<file path="src/inc/dual_edge_gpio_pkg.sv">
// constants for the dual-edge gpio logic: register map, field positions, reset values
// assumes a 32-bit apb slave with byte addresses, one aligned word per register
package dual_edge_gpio_pkg;

  // ==========================================================================
  // register map
  localparam int ADDR_W = 8;
  localparam logic [ADDR_W-1:0] CTRL_OFS = 8'h00;
  localparam logic [ADDR_W-1:0] DIV_OFS = 8'h04;
  localparam logic [ADDR_W-1:0] STAT_OFS = 8'h08;

  // ==========================================================================
  // control fields
  localparam int CTRL_W = 10;
  localparam int IN_REG_BIT = 0;
  localparam int OUT_REG_BIT = 1;
  localparam int OE_REG_BIT = 2;
  localparam int OUT_INV_BIT = 3;
  localparam int IN_FALL_BIT = 4;
  localparam int OUT_FALL_BIT = 5;
  localparam int OE_FALL_BIT = 6;
  localparam int DDR_IN_BIT = 7;
  localparam int DDR_OUT_BIT = 8;
  localparam int RESYNC_BIT = 9;
  localparam logic [CTRL_W-1:0] CTRL_RST = 10'h000;

  // ==========================================================================
  // divider fields: capture half period low, launch half period high
  localparam int HALF_W = 16;
  localparam int CAP_HALF_LSB = 0;
  localparam int LAU_HALF_LSB = 16;
  localparam logic [HALF_W-1:0] HALF_RST = 16'h0003;

  // ==========================================================================
  // status fields
  localparam int ST_CORE_IN_LSB = 0;
  localparam int ST_PAD_BIT = 2;
  localparam int ST_BYPASS_BIT = 3;
  localparam int ST_PAD_OE_BIT = 4;
  localparam int ST_CAP_LVL_BIT = 5;
  localparam int ST_LAU_LVL_BIT = 6;

endpackage

</file>
<file path="src/inc/tick_if.sv">
// interface carrying one divided clock as level plus edge pulses
// assumes producer and consumers share i_clk
interface tick_if;
  logic level;
  logic rise;
  logic fall;
  modport gen (output level, output rise, output fall);
  modport use_side (input level, input rise, input fall);
endinterface

</file>
<file path="src/dual_edge_gpio_logic.sv">
// per-pin gpio logic between core fabric and one bidirectional pad, apb configured
// assumes pad input is asynchronous; core data and apb share i_clk
//
// Overview of operation
// - pad-to-core bit0 is pad input; in dual-edge, bit0 rising sample, bit1 falling
// - core-to-pad bit0 drives pad; in dual-edge, bit0 rising, bit1 falling
// - without input register or dual-edge input, pad value appears on the bypass output
// - core output enable gates the driver, optionally through a register
// - output and enable registers run on the launch clock
// - input registers run on the separate capture clock
// - dual-edge input samples both capture edges into a two-bit word
// - normal dual-edge moves each bit on its own edge, no retiming
// - resync dual-edge exchanges both bits with core on rising edge only
// - resync input delays the falling sample half a period, joins rising bit
// - differential-pair pins used single-ended never run dual-edge
// - bypass path never uses the input register, only the pad synchroniser and one i_clk flop
// - output register offers inversion toward the pad
// - input, output and enable registers each select rising or falling edge of their clock
// - input and output register choices are independent
module dual_edge_gpio_logic
  import dual_edge_gpio_pkg::*;
#(
  parameter bit DIFF_PAIR_PIN = 1'b0
) (
  // clock and reset
  input wire logic i_clk,
  input wire logic i_sys_rst,
  // apb slave
  input wire logic i_psel,
  input wire logic i_penable,
  input wire logic i_pwrite,
  input wire logic [ADDR_W-1:0] i_paddr,
  input wire logic [31:0] i_pwdata,
  output logic [31:0] o_prdata,
  output logic o_pready,
  output logic o_pslverr,
  // core fabric
  input wire logic [1:0] i_core_out,
  input wire logic i_core_oe,
  output logic [1:0] o_core_in,
  output logic o_bypass_input,
  // pad
  input wire logic i_pad,
  output logic o_pad,
  output logic o_pad_oe
);

  tick_if cap ();
  tick_if lau ();

  logic pad_m_q, pad_s_q;
  logic [CTRL_W-1:0] ctrl_q;
  logic [HALF_W-1:0] cap_half_q, lau_half_q;
  logic pready_q, pslverr_q;
  logic [31:0] prdata_q, rdata;
  logic acc, wr_fire, ddr_in_on, ddr_out_on, resync;
  logic in_tick, out_tick, oe_tick;
  logic in0_q, in_hi_q, in_lo_q, rs_hi_q, rs_lo_q;
  logic out0_q, out_hi_q, out_lo_q, oe_q;
  logic [1:0] core_in_q, core_in_d;
  logic bypass_q, pad_q, pad_oe_q, pad_d, oe_d;

  function automatic logic pick_edge(input logic fall_sel, input logic rise,
                                     input logic fall);
    return fall_sel ? fall : rise;
  endfunction

  function automatic logic addr_hit(input logic [ADDR_W-1:0] addr);
    return (addr == CTRL_OFS) || (addr == DIV_OFS) || (addr == STAT_OFS);
  endfunction

  // ==========================================================================
  // capture and launch clocks
  edge_tick_gen u_cap_gen (
    .i_clk(i_clk),
    .i_sys_rst(i_sys_rst),
    .i_half(cap_half_q),
    .o_tick(cap)
  );

  edge_tick_gen u_lau_gen (
    .i_clk(i_clk),
    .i_sys_rst(i_sys_rst),
    .i_half(lau_half_q),
    .o_tick(lau)
  );

  // ==========================================================================
  // pad synchroniser
  always_ff @(posedge i_clk or posedge i_sys_rst) begin
    if (i_sys_rst) begin
      pad_m_q <= 1'b0;
      pad_s_q <= 1'b0;
    end else begin
      pad_m_q <= i_pad;
      pad_s_q <= pad_m_q;
    end
  end

  // ==========================================================================
  // apb slave, one wait state
  assign acc = i_psel & i_penable & ~pready_q;
  assign wr_fire = i_psel & i_penable & pready_q & i_pwrite & ~pslverr_q;

  always_comb begin
    rdata = 32'h0000_0000;
    unique case (i_paddr)
      CTRL_OFS: rdata[CTRL_W-1:0] = ctrl_q;
      DIV_OFS: begin
        rdata[CAP_HALF_LSB +: HALF_W] = cap_half_q;
        rdata[LAU_HALF_LSB +: HALF_W] = lau_half_q;
      end
      STAT_OFS: begin
        rdata[ST_CORE_IN_LSB +: 2] = core_in_q;
        rdata[ST_PAD_BIT] = pad_s_q;
        rdata[ST_BYPASS_BIT] = bypass_q;
        rdata[ST_PAD_OE_BIT] = pad_oe_q;
        rdata[ST_CAP_LVL_BIT] = cap.level;
        rdata[ST_LAU_LVL_BIT] = lau.level;
      end
      default: rdata = 32'h0000_0000;
    endcase
  end

  always_ff @(posedge i_clk or posedge i_sys_rst) begin
    if (i_sys_rst) begin
      pready_q <= 1'b0;
      pslverr_q <= 1'b0;
      prdata_q <= 32'h0000_0000;
    end else begin
      pready_q <= acc;
      if (acc) begin
        pslverr_q <= ~addr_hit(i_paddr);
        prdata_q <= i_pwrite ? 32'h0000_0000 : rdata;
      end
    end
  end

  // config registers
  always_ff @(posedge i_clk or posedge i_sys_rst) begin
    if (i_sys_rst) begin
      ctrl_q <= CTRL_RST;
      cap_half_q <= HALF_RST;
      lau_half_q <= HALF_RST;
    end else if (wr_fire) begin
      if (i_paddr == CTRL_OFS) begin
        ctrl_q <= i_pwdata[CTRL_W-1:0];
        if (DIFF_PAIR_PIN) begin
          ctrl_q[DDR_IN_BIT] <= 1'b0;
          ctrl_q[DDR_OUT_BIT] <= 1'b0;
        end
      end
      if (i_paddr == DIV_OFS) begin
        cap_half_q <= i_pwdata[CAP_HALF_LSB +: HALF_W];
        lau_half_q <= i_pwdata[LAU_HALF_LSB +: HALF_W];
      end
    end
  end

  assign ddr_in_on = ctrl_q[DDR_IN_BIT] & ~DIFF_PAIR_PIN;
  assign ddr_out_on = ctrl_q[DDR_OUT_BIT] & ~DIFF_PAIR_PIN;
  assign resync = ctrl_q[RESYNC_BIT];
  assign in_tick = pick_edge(ctrl_q[IN_FALL_BIT], cap.rise, cap.fall);
  assign out_tick = pick_edge(ctrl_q[OUT_FALL_BIT], lau.rise, lau.fall);
  assign oe_tick = pick_edge(ctrl_q[OE_FALL_BIT], lau.rise, lau.fall);

  // ==========================================================================
  // input path on capture clock
  always_ff @(posedge i_clk or posedge i_sys_rst) begin
    if (i_sys_rst) begin
      in0_q <= 1'b0;
    end else if (in_tick) begin
      in0_q <= pad_s_q;
    end
  end

  always_ff @(posedge i_clk or posedge i_sys_rst) begin
    if (i_sys_rst) begin
      in_hi_q <= 1'b0;
      in_lo_q <= 1'b0;
      rs_hi_q <= 1'b0;
      rs_lo_q <= 1'b0;
    end else begin
      if (cap.rise) begin
        in_hi_q <= pad_s_q;
        rs_hi_q <= in_hi_q;
        rs_lo_q <= in_lo_q;
      end
      if (cap.fall) begin
        in_lo_q <= pad_s_q;
      end
    end
  end

  always_comb begin
    if (ddr_in_on) begin
      core_in_d = resync ? {rs_lo_q, rs_hi_q} : {in_lo_q, in_hi_q};
    end else if (ctrl_q[IN_REG_BIT]) begin
      core_in_d = {1'b0, in0_q};
    end else begin
      core_in_d = {1'b0, pad_s_q};
    end
  end

  always_ff @(posedge i_clk or posedge i_sys_rst) begin
    if (i_sys_rst) begin
      core_in_q <= 2'h0;
      bypass_q <= 1'b0;
    end else begin
      core_in_q <= core_in_d;
      bypass_q <= ~ctrl_q[IN_REG_BIT] & ~ddr_in_on & pad_s_q;
    end
  end

  // ==========================================================================
  // output and enable path on launch clock
  always_ff @(posedge i_clk or posedge i_sys_rst) begin
    if (i_sys_rst) begin
      out0_q <= 1'b0;
    end else if (out_tick) begin
      out0_q <= i_core_out[0];
    end
  end

  always_ff @(posedge i_clk or posedge i_sys_rst) begin
    if (i_sys_rst) begin
      oe_q <= 1'b0;
    end else if (oe_tick) begin
      oe_q <= i_core_oe;
    end
  end

  always_ff @(posedge i_clk or posedge i_sys_rst) begin
    if (i_sys_rst) begin
      out_hi_q <= 1'b0;
      out_lo_q <= 1'b0;
    end else begin
      if (lau.rise) begin
        out_hi_q <= i_core_out[0];
      end
      if (resync ? lau.rise : lau.fall) begin
        out_lo_q <= i_core_out[1];
      end
    end
  end

  // output choice is independent of input choice
  always_comb begin
    if (ddr_out_on) begin
      pad_d = (lau.level ? out_hi_q : out_lo_q) ^ ctrl_q[OUT_INV_BIT];
    end else if (ctrl_q[OUT_REG_BIT]) begin
      pad_d = out0_q ^ ctrl_q[OUT_INV_BIT];
    end else begin
      pad_d = i_core_out[0];
    end
    oe_d = ctrl_q[OE_REG_BIT] ? oe_q : i_core_oe;
  end

  always_ff @(posedge i_clk or posedge i_sys_rst) begin
    if (i_sys_rst) begin
      pad_q <= 1'b0;
      pad_oe_q <= 1'b0;
    end else begin
      pad_q <= pad_d;
      pad_oe_q <= oe_d;
    end
  end

  assign o_core_in = core_in_q;
  assign o_bypass_input = bypass_q;
  assign o_pad = pad_q;
  assign o_pad_oe = pad_oe_q;
  assign o_prdata = prdata_q;
  assign o_pready = pready_q;
  assign o_pslverr = pslverr_q;
endmodule

</file>
<file path="src/edge_tick_gen.sv">
// divider making a slow clock as a level with one-cycle rise and fall pulses
// assumes i_half is steady or changes only between toggles
module edge_tick_gen
  import dual_edge_gpio_pkg::*;
(
  // clock and reset
  input wire logic i_clk,
  input wire logic i_sys_rst,
  // half period minus one, in i_clk cycles
  input wire logic [HALF_W-1:0] i_half,
  // divided clock
  tick_if.gen o_tick
);

  logic [HALF_W-1:0] cnt_q;
  logic lvl_q;
  logic rise_q;
  logic fall_q;

  // ==========================================================================
  // divider
  always_ff @(posedge i_clk or posedge i_sys_rst) begin
    if (i_sys_rst) begin
      cnt_q <= '0;
      lvl_q <= 1'b0;
      rise_q <= 1'b0;
      fall_q <= 1'b0;
    end else if (cnt_q >= i_half) begin
      cnt_q <= '0;
      lvl_q <= ~lvl_q;
      rise_q <= ~lvl_q;
      fall_q <= lvl_q;
    end else begin
      cnt_q <= cnt_q + 16'h0001;
      rise_q <= 1'b0;
      fall_q <= 1'b0;
    end
  end

  assign o_tick.level = lvl_q;
  assign o_tick.rise = rise_q;
  assign o_tick.fall = fall_q;

endmodule

</file>
<file path="config.mk">
export PLATFORM = sky130hd
export DESIGN_NAME = dual_edge_gpio_logic
export DESIGN_NICKNAME = d
export VERILOG_FILES = /design/src/inc/dual_edge_gpio_pkg.sv /design/src/inc/tick_if.sv /design/src/dual_edge_gpio_logic.sv /design/src/edge_tick_gen.sv
export SDC_FILE = /design/constraint.sdc
export NUM_CORES = 1
export LEC_CHECK = 0
export CORE_ASPECT_RATIO = 1.4
export CORE_UTILIZATION = 57
export CTS_CLUSTER_DIAMETER = 100
export DETAILED_ROUTE_END_ITERATION = 7
export DONT_BUFFER_PORTS = 1
export GPL_ROUTABILITY_DRIVEN = 0
export GPL_TIMING_DRIVEN = 0
export PLACE_DENSITY = 0.75
export REMOVE_ABC_BUFFERS = 1
export SLEW_MARGIN = 20
export SYNTH_ARGS = -nofsm -noshare
export SYNTH_HDL_FRONTEND = slang
export SYNTH_HIERARCHICAL = 1
export SYNTH_SLANG_ARGS = --single-unit
export TNS_END_PERCENT = 1
</file>
<file path="constraint.sdc">
create_clock -name i_clk -period 2.4 [get_ports i_clk]
set_input_delay 0.12 -clock i_clk [delete_from_list [all_inputs] [get_ports i_clk]]
set_output_delay 0.12 -clock i_clk [all_outputs]
set_load 0.02 [all_outputs]
</file>
==> impl_metrics.yaml, run 1 <==
clocking:
  numCtsBuffers: 17
  clkSinkCount: 130
  root_buffer: "clkbuf_16"
  clk_latency_ps: 420
  clkTransAtPathRegs_ps: 60
  ctsHtreeMaxLevel: 4
  cts_tree: "built"
  clock_path_buffers: 2
timing:
  period_share: 0.9513
  rsz0062_at_grt: "false"
  skew_ps: 7.146
  final-setup-viol-count: 0
  tns_ps: 0
  layout_min_cycle_time_ps: 2283
  clock.fmax_mhz: 438.0
  drv_slew: 0
  relSlewSlack: 0.2578
  worst_pin_slew_ps: 1110
  fin_ws_ps: 116.9
  timing.final.hold_violations: 0
place:
  placed_area_mm2: 0.006559
  io_buffers: 0
  post-place-ws_ps: -422.1
  dp_hpwl_um: 10100
layout:
  final_layout_size_suffix_gt1_frac: 0.1743
  stdcell_area_mm2: 0.007710
  diodes: 0
  syn_to_final_growth_pct: 20.28
  nets: 701
critical_path:
  reg2reg_to: "cap_half_q[4]$_DFFE_PP0P_"
  regToRegSetupSlack_ps: 120
  crit_path_end_kind: "flop"
  crit_path_max_fanout: 9
  rr_worst_depth: 5
  critPathArrivalTime_ps: 2590
  r2r_start: "o_pslverr$_DFFE_PP0P_"
  crit_path_start: "o_pslverr$_DFFE_PP0P_"
  start_kind: "flop"
  worstPathRequired_ps: 2700
  path_class: "reg -> reg"
  crit_path_end: "cap_half_q[4]$_DFFE_PP0P_"
flow_run:
  max_cap_viol_count: 0
power:
  peakVddDrop_mv: 0.6415
  p_total_mw: 5.526
  leakage_nw: 3.380
  p_per_area_mw_per_mm2: 716.7
floorplanning:
  die_h_um: 127.5
  die-area_mm2: 0.01168
  die_x_um: 91.63
  num_rows: 45
  start_util: 0.5868
  core_area_mm2: 0.01092
  io_pins: 88
synth:
  synth-compound-area-share: 0.06559
  synth_flop_cell: "dfrtp_1"
  ys_types: 48
  synth-edff-count: 0
  synth_top_area_cell: "dfrtp_1"
  synth_warnings: 6
  synthTopCellsByCount: "126 x dfrtp_1, 43 x inv_1, 40 x mux2_2, 40 x nor2_1, 38 x nand2_1"
  synth_top_family_by_area: "simple AND/OR/NAND/NOR gates"
  synth_fa_ha_area_frac: 0.06637
  synth.area.top_cells: "dfrtp_1 49%, mux2_2 7.0%, ha_1 6.6%, nand4b_1 3.3%, mux2i_1 2.7%"
  ys_ff_latch: 130
  avgSynthCellArea_um2: 11.27
  synth_xor_area_frac: 0.04372
  synth.top_cell.area_share: 0.4919
  synth-simple-area-share: 0.1454
  synth_mux_area_frac: 0.1238
  synthArstFlopShare: 1.000
  syn_area_mm2: 0.006410
  synth_seq_area_share: 0.5083
  yosysMostFrequentCell: "dfrtp_1"
  synthCells: 569
routing:
  routed_via_density: 6.013
  routed_wl_um: 15520
  drt_iter0_drc: 214
  via_count: 4642
  remaining_drc_errors: 0
  wl_per_cell_um: 20.10
  drtAntennaViolNets: 0
  firstDrtPassIters: 5
grt:
  overflow: 0
  gr-usage-met1: 0.3311
  grt_pass1_vias: 4944
  grt_first_pass_wirelength_um: 25190
  grt.busiest_layer: "met2"
  grt_max_degree: 61
  antenna_found_initial: 0
  grt.met2_usage: 0.5095
  grt_use_total: 0.2869
  grt_use_met3: 0.05952
hold_path:
  hold_class: "in -> reg"
  min_from: "i_paddr[3]"
status:
  status: "completed"
[what timing repair did]
item / in CTS / in global routing
resized for setup: 5 / 2
setup buffers: 0 / 2
hold buffers: 44 / 0
pin swaps: 1 / 1
hold endpoints to repair: 206 / 0
endpoints found under the setup margin: 68 / 19
[power breakdown]
| part | internal (mW) | switching [mW] | total [mW] |
|---|---|---|---|
| clock network | 1.88 | 1.01 | 2.90 |
| logic | 0.151 | 0.145 | 0.297 |
| registers | 2.27 | 0.0653 | 2.33 |
| total | 4.30 | 1.22 | 5.53 |
[layout make-up]
| cell class | instances | area [um2] |
|---|---|---|
| multi-input combinational | 372 | 2880 |
| timing repair buffer | 53 | 558.0 |
| inverter | 44 | 172.7 |
| clock buffer | 18 | 439.2 |
| fill | 757 | 3213 |
| clock inverter | 14 | 225.2 |
| sequential | 130 | 3258 |
| tap | 141 | 176.4 |
[layout by cell type, fill, tap and decap left out, types with 3 or more instances in the layout]
cell / n
a211oi_1: 5
a21o_1: 5
a21oi_1: 11
a2bb2oi_1: 5
and3_1: 4
buf_6: 4
bufinv_16: 5
clkbuf_16: 17
clkinv_4: 4
clkinvlp_4: 3
dfrtp_1: 126
dfstp_2: 4
dlygate4sd3_1: 44
ha_1: 34
inv_1: 42
inv_6: 3
mux2_2: 40
mux2_4: 10
mux2i_1: 17
nand2_1: 38
nand3_1: 14
nand4_1: 10
nand4b_1: 24
nor2_1: 40
nor2b_1: 7
nor3_1: 8
o21ai_0: 33
o31ai_1: 3
or4_4: 4
xnor2_1: 18
xor2_1: 14
[layer usage]
| metal | vias to the layer above | part of all wire |
|---|---|---|
| met3 | 31 | 0.046 |
| met5 | - | 0 |
| li1 | 2097 | - |
| met1 | 2357 | 0.39 |
| met4 | 0 | 0.026 |
| met2 | 157 | 0.54 |
[worst max-delay path: stages (launching register included)]
cell	delay, ps
dfrtp_1	470
nand4b_1	360
nor4_4	580
buf_6	240
buf_8	160
mux2_2	350
[cells by family after synthesis]
family,Yosys count
adders and majority gates,34
DFF,130
and+or+nand+nor,168
buffers and inverters,67
xor gates and xnor gates,32
muxes,69
AOI/OAI and AO/OA,69
[stage by stage]
step / std cells / hold WS [ps] / utilization
after floorplan: 546 / 71.13 / -
after global placement: 687 / 151.5 / 0.5906
after detailed placement: 694 / 25.25 / 0.6005
after CTS: 770 / 8.424 / 0.7033
after global routing: 772 / 27.26 / 0.7058
final: 772 / 16.82 / 0.7058
[flip-flops by register name, indices dropped and copies added, names as in the netlist, 2 cells and up]
signal / flops
u_cap_gen/cnt_q: 16
lau_half_q: 16
cap_half_q: 16
ctrl_q: 10
u_lau_gen/cnt_q: 16
o_core_in: 2
o_prdata: 32
[how the worst min path moves through the flow]
stage | slack [ps] | to | cells after the start
final | 20 | o_prdata[6]$_DFFE_PP0P_ | 2
after global routing | 30 | o_prdata[6]$_DFFE_PP0P_ | 2
after CTS | 8 | o_prdata[8]$_DFFE_PP0P_ | 2
after detailed placement | 30 | cap_half_q[12]$_DFFE_PP0P_ | 1
after global placement | 150 | u_lau_gen/cnt_q[15]$_DFF_PP0_ | 1
after floorplan | 70 | u_cap_gen/cnt_q[0]$_DFF_PP0_ | 1
Note: power is estimated with default switching activity, not from simulation.
==> run 2, diff against run 1 <==
- HOLD_SLACK_MARGIN: not set -> 0.15
==> impl_metrics.yaml, run 2 (synthesis gave the netlist of run 1 again) <==
place:
  io_buffers: 0
  dp_hpwl_um: 10100
critical_path:
  rr_worst_depth: 5
  critPathArrivalTime_ps: 2610
  cp_cell_sequence: "nand4b_1, nor4_4, buf_6, buf_8, mux2_2"
  r2r_start: "o_pslverr$_DFFE_PP0P_"
  crit_path_end_kind: "flop"
  start_kind: "flop"
  worst_path_max_delay_cell: "nor4_4"
  crit_path_max_fanout: 9
  worstPathRequired_ps: 2700
  cpPeakStageDelay_ps: 630
  path_class: "reg -> reg"
  regToRegSetupSlack_ps: 100
  reg2reg_to: "cap_half_q[4]$_DFFE_PP0P_"
grt:
  grt_pass1_vias: 4980
  grt_first_pass_wirelength_um: 25360
  grt_max_degree: 61
  overflow: 0
  grt_use_total: 0.2899
  antenna_found_initial: 0
layout:
  final_layout_size_suffix_gt1_frac: 0.1755
  nets: 708
  num-fill-cells: 746
  utilization: 0.7127
  diodes: 0
  layout_common_cells: "126 x dfrtp_1, 49 x dlygate4sd3_1, 42 x inv_1"
  syn_to_final_growth_pct: 21.45
  layout_commonest_cell: "dfrtp_1"
  largest_reg_flops: 32
floorplanning:
  io_pins: 88
  die_h_um: 127.5
  num_rows: 45
  core_area_mm2: 0.01092
  die-area_mm2: 0.01168
  start_util: 0.5868
  die_x_um: 91.63
timing:
  worst_pin_slew_ps: 806.3
  drv_slew: 0
  timing.final.hold_violations: 0
  whs_ps: 157.4
  period_share: 0.9596
  relSlewSlack: 0.4619
  tns_ps: 0
  rsz0062_at_grt: "true"
  clock.fmax_mhz: 434.2
  final-setup-viol-count: 0
  layout_min_cycle_time_ps: 2303
  skew_ps: 9.064
hold_path:
  hold_class: "in -> reg"
  hold_path_depth: 4
  holdPathEnd: "o_prdata[24]$_DFFE_PP0P_"
  min_from: "i_penable"
clocking:
  numCtsBuffers: 17
  ctsHtreeMaxLevel: 4
  root_buffer: "clkbuf_16"
  clock_path_buffers: 2
  cts_tree: "built"
  clkSinkCount: 130
  clk_latency_ps: 420
  clkTransAtPathRegs_ps: 60
routing:
  routed_via_density: 5.997
  remaining_drc_errors: 0
  routed_wl_um: 15730
  wl_per_cell_um: 20.19
  via_count: 4672
  firstDrtPassIters: 5
  drt_iter0_drc: 250
  drtAntennaViolNets: 0
power:
  p_total_mw: 5.533
  leakage_nw: 3.421
  p_per_area_mw_per_mm2: 710.7
  peakVddDrop_mv: 0.6454
flow_run:
  max_cap_viol_count: 0
status:
  status: "completed"
run 2: cell types whose count changed in the layout (fill, tap and decap cells not counted):
cell and delta:
o31ai_2 +1, buf_2 +1, dlymetal6s4s_1 +1, dlygate4sd3_1 +5, or4_4 +1, or4_2 -1, o31ai_1 -1
run 2: final cells by class:
type                            count  area (um2)  share of cell area
Timing Repair Buffer               60       625.6             0.08036
Tap cell                          141       176.4             0.02266
Inverter                           44       172.7             0.02218
Sequential cell                   130        3258              0.4185
Multi-Input combinational cell    372        2888              0.3709
Clock inverter                     14       225.2             0.02893
Clock buffer                       18       439.2             0.05641
run 2: critical path, delay by kind of cell, from the launching register on:
kind	cells	cell delay, ps
buffers and inverters	2	400
DFF	1	470
muxes	1	350
and+or+nand+nor	2	970
run 2: where the power goes:
part | total [mW] | switching (mW) | internal, mW | leakage (nW)
registers | 2.33 | 0.0656 | 2.27 | 1.74
clock network | 2.89 | 1.01 | 1.88 | 0.314
logic | 0.310 | 0.155 | 0.156 | 1.36
run 2: timing repair:
| item | CTS | global route |
|---|---|---|
| pin swaps | 1 | 1 |
| setup endpoints to repair | 68 | 24 |
| resized for setup | 5 | 5 |
| cloned | 0 | 0 |
| buffers inserted | 0 | 2 |
| hold buffers | 49 | 2 |
| endpoints found under the hold margin | 208 | 2 |
run 2: metal layers:
| layer | vias up | GRT usage | part of all wire |
|---|---|---|---|
| li1 | 2110 | - | - |
| met1 | 2366 | 0.3311 | 0.38 |
| met2 | 159 | 0.5144 | 0.54 |
| met3 | 37 | 0.06667 | 0.048 |
| met4 | 0 | 0.1317 | 0.031 |
| met5 | - | 0 | 0 |
run 2: how the worst max path moves through the flow:
stage,slack (ps),cells after the start,from,endpoint
2_1_floorplan,-110,1,i_sys_rst,cap_half_q[10]$_DFFE_PP0P_
3_3_place_gp,-1350,4,o_pready$_DFF_PP0_,o_prdata[5]$_DFFE_PP0P_
3_5_place_dp,-420,5,o_pready$_DFF_PP0_,o_prdata[2]$_DFFE_PP0P_
4_1_cts,8,6,i_paddr[2],cap_half_q[4]$_DFFE_PP0P_
5_1_grt,-20,5,o_pslverr$_DFFE_PP0P_,cap_half_q[3]$_DFFE_PP0P_
6_report,100,5,o_pslverr$_DFFE_PP0P_,cap_half_q[4]$_DFFE_PP0P_
run 2: through the flow:
stage,setup WS (ps),instance area [um2],std cells
6_report,96.89,7785,779
5_1_grt,-24.40,7785,779
4_1_cts,7.912,7732,775
3_5_place_dp,-422.1,6559,694
3_3_place_gp,-1352,6451,687
2_1_floorplan,-105.3,6275,546
